$ cat src/design/wsw_pkg.sv
// constants, types and register map of the watchdog with sleep and wake control
// assumes a single 50 MHz clock and an apb master holding requests until pready
package wsw_pkg;

  // ----------------------------------------------------------------
  // clock and time base
  // ----------------------------------------------------------------
  localparam int WSW_CLK_HZ = 50_000_000;
  localparam int WSW_LF_OSC_HZ = 31_000;
  localparam int WSW_LF_TICK_CYCLES = (WSW_CLK_HZ + WSW_LF_OSC_HZ - 1) / WSW_LF_OSC_HZ;
  localparam int WSW_OST_OSC_PERIODS = 1024;
  localparam int WSW_OST_CYCLES = WSW_OST_OSC_PERIODS * 1;
  localparam int WSW_OST_W = $clog2(WSW_OST_CYCLES);

  // ----------------------------------------------------------------
  // register map
  // ----------------------------------------------------------------
  localparam logic [7:0] WSW_ADDR_WDCTL = 8'h00;
  localparam logic [7:0] WSW_ADDR_OPTION = 8'h04;
  localparam logic [7:0] WSW_ADDR_STATUS = 8'h08;
  localparam logic [7:0] WSW_WDCTL_RESET = 8'h08;
  localparam logic [7:0] WSW_OPTION_RESET = 8'hFF;

  // ----------------------------------------------------------------
  // field positions
  // ----------------------------------------------------------------
  localparam int WSW_SOFT_EN_BIT = 0;
  localparam int WSW_PSEL_LSB = 1;
  localparam int WSW_PSEL_MSB = 4;
  localparam int WSW_OPT_PSA_BIT = 3;
  localparam int WSW_OPT_PS_LSB = 0;
  localparam int WSW_OPT_PS_MSB = 2;
  localparam logic [3:0] WSW_PSEL_MAX = 4'hB;
  localparam int WSW_WAKE_SRC_N = 8;

  // ----------------------------------------------------------------
  // types
  // ----------------------------------------------------------------
  typedef enum logic [2:0] {
    WSW_OSC_LP, WSW_OSC_XT, WSW_OSC_HS, WSW_OSC_EXTERNAL_CLOCK_INPUT,
    WSW_OSC_INTERNAL_OSCILLATOR, WSW_OSC_EXTERNAL_RC_CLOCK, WSW_OSC_TIMER
  } wsw_osc_mode_t;

  typedef enum logic [1:0] {WSW_ST_RUN, WSW_ST_SLEEP, WSW_ST_OST} wsw_state_t;

endpackage

$ cat src/design/wsw_lf_tick.sv
// low-frequency oscillator model: one-cycle enable at the 31 kHz rate
// assumes the system clock on the clock line of the package
`timescale 1ns/100ps
module wsw_lf_tick
  import wsw_pkg::*;
#(
  parameter int TICK_CYCLES = WSW_LF_TICK_CYCLES
) (
  // clock and reset
  input wire logic clk,
  input wire logic rst_n,
  // enable pulse
  output logic tick
);

  localparam int CW = $clog2(TICK_CYCLES);

  typedef struct packed {
    logic [CW-1:0] cnt;
    logic tick;
  } wsw_tick_state_t;

  wsw_tick_state_t cur_reg, cur_next;

  always_comb begin
    cur_next = cur_reg;
    cur_next.tick = 1'b0;
    if (cur_reg.cnt == CW'(TICK_CYCLES - 1)) begin
      cur_next.cnt = '0;
      cur_next.tick = 1'b1;
    end else begin
      cur_next.cnt = cur_reg.cnt + CW'(1);
    end
  end

  always_ff @(posedge clk or negedge rst_n) begin
    if (!rst_n) begin
      cur_reg <= '0;
    end else begin
      cur_reg <= cur_next;
    end
  end

  assign tick = cur_reg.tick;

endmodule // wsw_lf_tick

$ cat src/design/wsw_sync3.sv
// three-stage synchroniser for one pin input
// a new level is taken only once the second and third stages agree
`timescale 1ns/100ps
module wsw_sync3
  import wsw_pkg::*;
#(
  parameter logic RESET_VAL = 1'b1
) (
  // clock and reset
  input wire logic clk,
  input wire logic rst_n,
  // pin and clean level
  input wire logic pin_in,
  output logic level_out
);

  typedef struct packed {
    logic s1;
    logic s2;
    logic s3;
    logic lvl;
  } wsw_sync_state_t;

  wsw_sync_state_t cur_reg, cur_next;

  always_comb begin
    cur_next = cur_reg;
    cur_next.s1 = pin_in;
    cur_next.s2 = cur_reg.s1;
    cur_next.s3 = cur_reg.s2;
    if (cur_reg.s2 == cur_reg.s3) begin
      cur_next.lvl = cur_reg.s3;
    end
  end

  always_ff @(posedge clk or negedge rst_n) begin
    if (!rst_n) begin
      cur_reg <= '{s1: RESET_VAL, s2: RESET_VAL, s3: RESET_VAL, lvl: RESET_VAL};
    end else begin
      cur_reg <= cur_next;
    end
  end

  assign level_out = cur_reg.lvl;

endmodule // wsw_sync3

$ cat src/design/wsw_watchdog_sleep_wake.sv
// watchdog timer with sleep entry, wake-up and reset status flags, apb slave
// assumes the core drives instruction pulses on clk and keeps them one cycle
//
// Function
// - time base comes only from the low-frequency oscillator; ready flag ignores it
// - 16-bit prescaler optionally chained with the shared 8-bit prescaler
// - every reset loads period 1:512 and soft enable zero
// - watchdog held cleared while the start-up timer counts
// - configuration enable runs the watchdog; soft enable then has no effect
// - with configuration enable low, soft enable bit 0 turns watchdog on or off
// - period field bits 4..1 doubles 1:32 to 1:65536; codes above 1011 reserved
// - bits 7..5 of watchdog control read as zero
// - count cleared when disabled, on clear instruction, osc failure, or sleep entry
// - crystal sleep exit keeps watchdog cleared until the 1024-period start-up ends
// - sleep clears watchdog, clears powerdown, sets timeout, stops osc, holds pins
// - watchdog reset never drives the master clear pin
// - master clear in sleep resets; watchdog or interrupt wake continues execution
// - powerdown set at power-up, cleared at sleep; timeout cleared on watchdog wake
// - interrupt wakes only with its own enable set, regardless of global enable
// - prefetch during sleep; after interrupt wake, vector only when global enable set
// - watchdog cleared on every wake from sleep
// - pending enabled interrupt turns sleep into a no-operation
// - interrupt during sleep completes sleep effects, then wakes at once
// - only clockless wake-capable interrupt sources can wake the device
`timescale 1ns/100ps
module wsw_watchdog_sleep_wake
  import wsw_pkg::*;
#(
  parameter int LF_TICK_CYCLES = WSW_LF_TICK_CYCLES,
  parameter int OST_CYCLES = WSW_OST_CYCLES
) (
  // clock and reset
  input wire logic clk,
  input wire logic arst_n,
  // apb slave
  input wire logic psel,
  input wire logic penable,
  input wire logic pwrite,
  input wire logic [7:0] paddr,
  input wire logic [31:0] pwdata,
  output logic [31:0] prdata,
  output logic pready,
  output logic pslverr,
  // configuration and clock system
  input wire logic config_watchdog_enable,
  input wire logic [2:0] osc_mode,
  input wire logic sys_clk_on_lf_osc,
  input wire logic osc_fail_detect,
  // core events
  input wire logic clear_watchdog_instr,
  input wire logic sleep_instr,
  input wire logic global_int_enable,
  // wake-capable interrupt sources
  input wire logic [WSW_WAKE_SRC_N-1:0] wake_int_flags,
  input wire logic [WSW_WAKE_SRC_N-1:0] wake_int_enables,
  // pin
  input wire logic master_clear_pin_n,
  // resets and wake
  output logic watchdog_reset,
  output logic device_reset,
  output logic wake_pulse,
  output logic wake_int_vector,
  output logic prefetch_next,
  // sleep controls and status
  output logic osc_driver_off,
  output logic io_hold,
  output logic powerdown_flag_n,
  output logic timeout_flag_n,
  output logic lowfreq_ready_flag,
  output logic watchdog_running
);

  // ----------------------------------------------------------------
  // state
  // ----------------------------------------------------------------
  localparam int OW = $clog2(OST_CYCLES);

  typedef struct packed {
    wsw_state_t st;
    logic [15:0] base_cnt;
    logic [7:0] post_cnt;
    logic [OW-1:0] ost_cnt;
    logic [4:0] wdctl;
    logic [7:0] option;
    logic pd_n;
    logic to_n;
    logic master_clear_pin_q;
    logic pready;
    logic pslverr;
    logic [31:0] prdata;
    logic wd_rst;
    logic dev_rst;
    logic wake;
    logic wake_vec;
    logic prefetch;
    logic asleep;
    logic lf_ready;
    logic running;
  } wsw_main_state_t;

  wsw_main_state_t cur_reg, cur_next;
  logic [1:0] rst_sync_reg;
  logic rst_n;
  logic lf_tick;
  logic master_clear_pin_lvl;

  // ----------------------------------------------------------------
  // reset release and helpers
  // ----------------------------------------------------------------
  always_ff @(posedge clk or negedge arst_n) begin
    if (!arst_n) begin
      rst_sync_reg <= 2'b00;
    end else begin
      rst_sync_reg <= {rst_sync_reg[0], 1'b1};
    end
  end

  assign rst_n = rst_sync_reg[1];

  wsw_lf_tick #(
    .TICK_CYCLES(LF_TICK_CYCLES)
  ) u_lf_tick (
    .clk(clk),
    .rst_n(rst_n),
    .tick(lf_tick)
  );

  wsw_sync3 #(
    .RESET_VAL(1'b1)
  ) u_master_clear_pin_sync (
    .clk(clk),
    .rst_n(rst_n),
    .pin_in(master_clear_pin_n),
    .level_out(master_clear_pin_lvl)
  );

  function automatic logic [15:0] period_limit(input logic [3:0] sel);
    logic [3:0] code;
    code = (sel > WSW_PSEL_MAX) ? WSW_PSEL_MAX : sel;
    return 16'((17'h00020 << code) - 17'h00001);
  endfunction

  function automatic logic is_crystal(input logic [2:0] mode);
    return (mode == WSW_OSC_LP) || (mode == WSW_OSC_XT) || (mode == WSW_OSC_HS);
  endfunction

  // ----------------------------------------------------------------
  // next state
  // ----------------------------------------------------------------
  logic wd_en;
  logic int_pending;
  logic base_hit;
  logic post_hit;
  logic timeout;
  logic wd_clear;
  logic apb_done;
  logic master_clear_pin_fall;
  logic [7:0] post_lim;
  logic [31:0] rd_val;
  logic rd_err;

  always_comb begin
    cur_next = cur_reg;
    cur_next.wd_rst = 1'b0;
    cur_next.dev_rst = 1'b0;
    cur_next.wake = 1'b0;
    cur_next.wake_vec = 1'b0;
    cur_next.prefetch = 1'b0;
    cur_next.master_clear_pin_q = master_clear_pin_lvl;
    wd_en = config_watchdog_enable | cur_reg.wdctl[WSW_SOFT_EN_BIT];
    int_pending = |(wake_int_flags & wake_int_enables);
    post_lim = 8'((9'h001 << cur_reg.option[WSW_OPT_PS_MSB:WSW_OPT_PS_LSB]) - 9'h001);
    base_hit = lf_tick && (cur_reg.base_cnt == period_limit(cur_reg.wdctl[4:1]));
    post_hit = !cur_reg.option[WSW_OPT_PSA_BIT] || (cur_reg.post_cnt == post_lim);
    timeout = wd_en && (cur_reg.st != WSW_ST_OST) && base_hit && post_hit;
    wd_clear = !wd_en || clear_watchdog_instr || osc_fail_detect;
    master_clear_pin_fall = cur_reg.master_clear_pin_q && !master_clear_pin_lvl;
    apb_done = psel && penable && cur_reg.pready;
    cur_next.lf_ready = sys_clk_on_lf_osc;

    // register reads
    rd_err = 1'b0;
    unique case (paddr)
      WSW_ADDR_WDCTL: rd_val = {24'h000000, 3'b000, cur_reg.wdctl};
      WSW_ADDR_OPTION: rd_val = {24'h000000, cur_reg.option};
      WSW_ADDR_STATUS: rd_val = {28'h0000000, cur_reg.running, cur_reg.asleep,
                                 cur_reg.to_n, cur_reg.pd_n};
      default: begin
        rd_val = 32'h00000000;
        rd_err = 1'b1;
      end
    endcase

    // apb: one wait state, write lands on the completing edge
    cur_next.pready = 1'b0;
    if (psel && penable && !cur_reg.pready) begin
      cur_next.pready = 1'b1;
      cur_next.pslverr = rd_err;
      cur_next.prdata = pwrite ? 32'h00000000 : rd_val;
    end
    if (apb_done && pwrite && !rd_err) begin
      unique case (paddr)
        WSW_ADDR_WDCTL: cur_next.wdctl = pwdata[4:0];
        WSW_ADDR_OPTION: cur_next.option = pwdata[7:0];
        default: begin
        end
      endcase
    end

    // watchdog count
    if (lf_tick && wd_en && (cur_reg.st != WSW_ST_OST)) begin
      if (base_hit) begin
        cur_next.base_cnt = 16'h0000;
        if (cur_reg.option[WSW_OPT_PSA_BIT] && !post_hit) begin
          cur_next.post_cnt = cur_reg.post_cnt + 8'h01;
        end
      end else begin
        cur_next.base_cnt = cur_reg.base_cnt + 16'h0001;
      end
    end

    // sequencing
    unique case (cur_reg.st)
      WSW_ST_RUN: begin
        if (timeout) begin
          cur_next.wd_rst = 1'b1;
          cur_next.to_n = 1'b0;
          cur_next.wdctl = WSW_WDCTL_RESET[4:0];
          cur_next.option = WSW_OPTION_RESET;
          wd_clear = 1'b1;
        end else if (sleep_instr && !int_pending) begin
          cur_next.st = WSW_ST_SLEEP;
          cur_next.pd_n = 1'b0;
          cur_next.to_n = 1'b1;
          cur_next.asleep = 1'b1;
          cur_next.prefetch = 1'b1;
          wd_clear = 1'b1;
        end else if (sleep_instr) begin
          cur_next.prefetch = 1'b1;
        end
      end
      WSW_ST_SLEEP: begin
        if (timeout || int_pending) begin
          cur_next.wake = 1'b1;
          cur_next.wake_vec = !timeout && global_int_enable;
          cur_next.asleep = 1'b0;
          cur_next.to_n = !timeout;
          wd_clear = 1'b1;
          if (is_crystal(osc_mode)) begin
            cur_next.st = WSW_ST_OST;
            cur_next.ost_cnt = '0;
          end else begin
            cur_next.st = WSW_ST_RUN;
          end
        end
      end
      WSW_ST_OST: begin
        wd_clear = 1'b1;
        if (!is_crystal(osc_mode) || (cur_reg.ost_cnt == OW'(OST_CYCLES - 1))) begin
          cur_next.st = WSW_ST_RUN;
        end else begin
          cur_next.ost_cnt = cur_reg.ost_cnt + OW'(1);
        end
      end
      default: begin
        cur_next.st = WSW_ST_RUN;
      end
    endcase

    // master clear pin: full device reset, also out of sleep
    if (master_clear_pin_fall) begin
      cur_next.dev_rst = 1'b1;
      cur_next.wake = 1'b0;
      cur_next.wake_vec = 1'b0;
      cur_next.wd_rst = 1'b0;
      cur_next.wdctl = WSW_WDCTL_RESET[4:0];
      cur_next.option = WSW_OPTION_RESET;
      cur_next.asleep = 1'b0;
      if (cur_reg.st == WSW_ST_SLEEP) begin
        cur_next.to_n = 1'b1;
        cur_next.pd_n = 1'b0;
      end
      cur_next.st = is_crystal(osc_mode) ? WSW_ST_OST : WSW_ST_RUN;
      cur_next.ost_cnt = '0;
      wd_clear = 1'b1;
    end

    if (wd_clear) begin
      cur_next.base_cnt = 16'h0000;
      cur_next.post_cnt = 8'h00;
    end
    cur_next.running = wd_en && (cur_next.st != WSW_ST_OST);
  end

  // ----------------------------------------------------------------
  // registers
  // ----------------------------------------------------------------
  always_ff @(posedge clk or negedge rst_n) begin
    if (!rst_n) begin
      cur_reg <= '0;
      cur_reg.st <= WSW_ST_OST;
      cur_reg.wdctl <= WSW_WDCTL_RESET[4:0];
      cur_reg.option <= WSW_OPTION_RESET;
      cur_reg.pd_n <= 1'b1;
      cur_reg.to_n <= 1'b1;
      cur_reg.master_clear_pin_q <= 1'b1;
    end else begin
      cur_reg <= cur_next;
    end
  end

  // ----------------------------------------------------------------
  // outputs
  // ----------------------------------------------------------------
  assign prdata = cur_reg.prdata;
  assign pready = cur_reg.pready;
  assign pslverr = cur_reg.pslverr;
  assign watchdog_reset = cur_reg.wd_rst;
  assign device_reset = cur_reg.dev_rst;
  assign wake_pulse = cur_reg.wake;
  assign wake_int_vector = cur_reg.wake_vec;
  assign prefetch_next = cur_reg.prefetch;
  assign osc_driver_off = cur_reg.asleep;
  assign io_hold = cur_reg.asleep;
  assign powerdown_flag_n = cur_reg.pd_n;
  assign timeout_flag_n = cur_reg.to_n;
  assign lowfreq_ready_flag = cur_reg.lf_ready;
  assign watchdog_running = cur_reg.running;

endmodule // wsw_watchdog_sleep_wake

$ cat config.mk
export PLATFORM = sky130hd
export DESIGN_NAME = wsw_watchdog_sleep_wake
export DESIGN_NICKNAME = d
export VERILOG_FILES = /design/src/design/wsw_pkg.sv /design/src/design/wsw_lf_tick.sv /design/src/design/wsw_sync3.sv /design/src/design/wsw_watchdog_sleep_wake.sv
export SDC_FILE = /design/constraint.sdc
export NUM_CORES = 1
export LEC_CHECK = 0
export BUFFER_PORTS_ARGS = -buffer_cell sky130_fd_sc_hd__buf_2
export CAP_MARGIN = 20
export CELL_PAD_IN_SITES_DETAIL_PLACEMENT = 1
export CELL_PAD_IN_SITES_GLOBAL_PLACEMENT = 2
export CORE_ASPECT_RATIO = 0.5
export CORE_MARGIN = 2
export CORE_UTILIZATION = 30
export DETAILED_ROUTE_END_ITERATION = 10
export HOLD_SLACK_MARGIN = 0.1
export PLACE_DENSITY = 0.87
export RECOVER_POWER = 25
export SKIP_LAST_GASP = 1
export SYNTH_ARGS = -nofsm -noshare
export SYNTH_HDL_FRONTEND = slang
export SYNTH_SLANG_ARGS = --single-unit
export TNS_END_PERCENT = 10
$ cat constraint.sdc
create_clock -name clk -period 2.7 [get_ports clk]
set_input_delay 0 -clock clk [delete_from_list [all_inputs] [get_ports clk]]
set_output_delay 0 -clock clk [all_outputs]
set_load 0.02 [all_outputs]
==> qor.txt <==
Status - finished, violations left
Failing checks - capacitance limit, slew limit, setup timing
TritonCTS Sinks - 88
Non-filler instance count after layout - 866
Crit. End Element - flip-flop
Pre-antenna DRT Iters - 4
TritonCTS Buffers - 9
Total negative slack - -20.11 ns
Rel. slew slack - -0.275
EDFF count, synth - 0
Antenna violations before repair - 0
Layout cells sized above 1 - 0.268
H-tree depth - 3
Async SR Flop Fraction - 1.00
Final core utilization - 0.389
Max-Cap Viols - 1
Cells after DPL - 824
Vias in the first global route - 4359
R2R depth - 10
CTS tree - built
GRT Overall Usage - 0.159
Starting Density - 0.308
First-pass GRT wire length - 22.8 mm
Min-delay src - osc_mode[1]
Final worst slack - -0.441 ns
DRC violations left - 0
DP HPWL - 9.91 mm
Most area-consuming cells after synthesis - dfrtp_1, dfstp_2, buf_4
Most frequent cells in the layout - dfrtp_1, buf_2, nor2_1, nand2_1, buf_4
Min Tclk post-route - 3.14 ns
Cell area after layout - 0.00639 sq mm
Slew at the pin closest to its max-slew limit - 1.91 ns
Library cells used by synthesis - 70
Skew-Pair Late Insertion Delay - 0.35 ns
Grt ovf - 0
Reg2Reg Launch Point - cur_reg[45]
Share of the synthesized area in the top cell type - 0.351
Vert. Die Dim - 95.9 um
Crit path kind - flip-flop to flip-flop
CTS Buffer Depth - 2
Required @ worst endpoint - 2.92 ns
Pleak - 0.00284 uW
Synth warn - 0
DR WL/cell - 16.0 um
Final-report setup violation count - 57
Worst setup path startpoint - cur_reg[45]
DRT iter0 DRCs - 198
Hold Violations, Final - 0
Cell Pwr Density - 481 mW/mm^2
Area after DPL - 0.00574 sq mm
Layout area overhead - 26.2%
Total number of vias - 4224
Post-synth top area cell - dfrtp_1
Final Skew - 0.00953 ns
Die width - 188 um
Syn Inst Count - 529
Seq cells post-synth - 88
Maximum clock frequency - 318 MHz
Crit share post-route - 1.16
Leading cell type in the layout, fill and taps excluded - dfrtp_1
Top FF cell, synth - dfrtp_1
Die ar. - 0.0180 sq mm
Startpoint Class - flip-flop
Fill cells - 1895
Synthesized area - 0.00507 sq mm
RSZ-0062 raised after global routing - true
Largest net degree at the start of global routing - 45
I/O Pins - 116
Number of flip-flops in the largest register - 50
Hold path depth - 4
Via density - 4.88
Max Slew Vio Count - 44
Fin nets - 712
CP Max Fanout - 4
Post-synthesis sequential area ratio - 0.439
Hold crit path type - input pin to flip-flop
Total power - 3080 uW
Antenna cell count - 0
WL final - 13.8 mm
Worst-path clk slew - 0.07 ns
Core Footprint - 0.0164 sq mm
GPL Wtd Cong - 0.773
Row Count - 33
CP Data Arrival Time - 3.36 ns
Clk root buf - clkbuf_16
Antenna viol nets, final - 0
Count of input and output buffers - 67
Mapped Avg Cell Area - 9.58 sq um
Worst vdd ir - 0.254 mV
## synthesized netlist by cell type, drive strengths merged, types with 7 or more instances
master / n
a211oi: 9
buf: 41
dfstp: 17
nand3: 20
dfrtp: 71
ha: 7
xor2: 23
nand2: 42
a22o: 8
mux2i: 19
and3: 13
inv: 10
nor3: 18
clkbuf: 14
nor2: 56
and4: 7
and2: 7
xnor2: 16
o21ai: 15
nand4: 9
a21oi: 25
o211ai: 7
## power breakdown
group	total [uW]	internal (uW)	switching [uW]	leakage (uW)
sequential	1410	1360	47.5	0.00114
combinational	283	104	179	0.00154
clock	1390	823	564	0.000158
total	3080	2290	790	0.00284
## layout make-up
type	instances	area (sq um)	area share
tap	227	284	0.0444
multi-input combinational	398	2660	0.416
clock buffer	9	225	0.0352
timing repair buffer	126	857	0.134
sequential	88	2220	0.348
inverter	11	41.3	0.00646
clock inverter	7	101	0.0158
## metrics by stage
stage	setup WS, ns	hold slack, ns
final	-0.441	0.131
after global routing	-0.544	0.148
after CTS	-0.412	0.119
after detailed placement	-0.522	-0.212
after global placement	-0.444	-0.215
after floorplan	-0.422	-0.296
## critical path: stages (launching register included)
cell,delay [ns]
dfstp_2,0.39
or3_4,0.40
ha_4,0.17
or4b_4,0.48
and4_4,0.20
or4_4,0.44
o31ai_4,0.25
buf_4,0.16
and4_2,0.26
a21o_1,0.20
nor2_1,0.07
## cells by family after synthesis
family	after synthesis	share of synthesized area
simple gates	211	0.220
other cells	2	0.00148
xor+xnor	39	0.0674
flops	88	0.439
buf+inv	66	0.0795
mux	19	0.0375
fa+ha+maj	8	0.0193
compound gates	96	0.136
## per-layer routing
| metal | part of all wire | GRT usage | wire length, um |
|---|---|---|---|
| met5 | 0 | 0 | 0 |
| met4 | 0.010 | 0.0374 | 145 |
| met3 | 0.031 | 0.0335 | 430 |
| met2 | 0.49 | 0.288 | 6740 |
| met1 | 0.47 | 0.198 | 6520 |
## path summary, 6_finish.rpt
kind                                        end  slack (ns)
worst max-delay path                cur_reg[57]       -0.44
worst min-delay path                cur_reg[93]        0.13
worst max register to register      cur_reg[57]       -0.44
worst min register to register  rst_sync_reg[1]        0.35
max in group asynchronous           cur_reg[86]        0.78
min in group asynchronous       rst_sync_reg[0]        0.54
## what timing repair did
| item | CTS | global route |
|---|---|---|
| pin swaps | 1 | 8 |
| resized for setup | 4 | 11 |
| hold buffers | 20 | 0 |
| setup endpoints to repair | 57 | 57 |
| setup buffers | 3 | 2 |
| cloned | 1 | 0 |
| hold endpoints to repair | 25 | 0 |
Power figures use the tool's default switching activity.
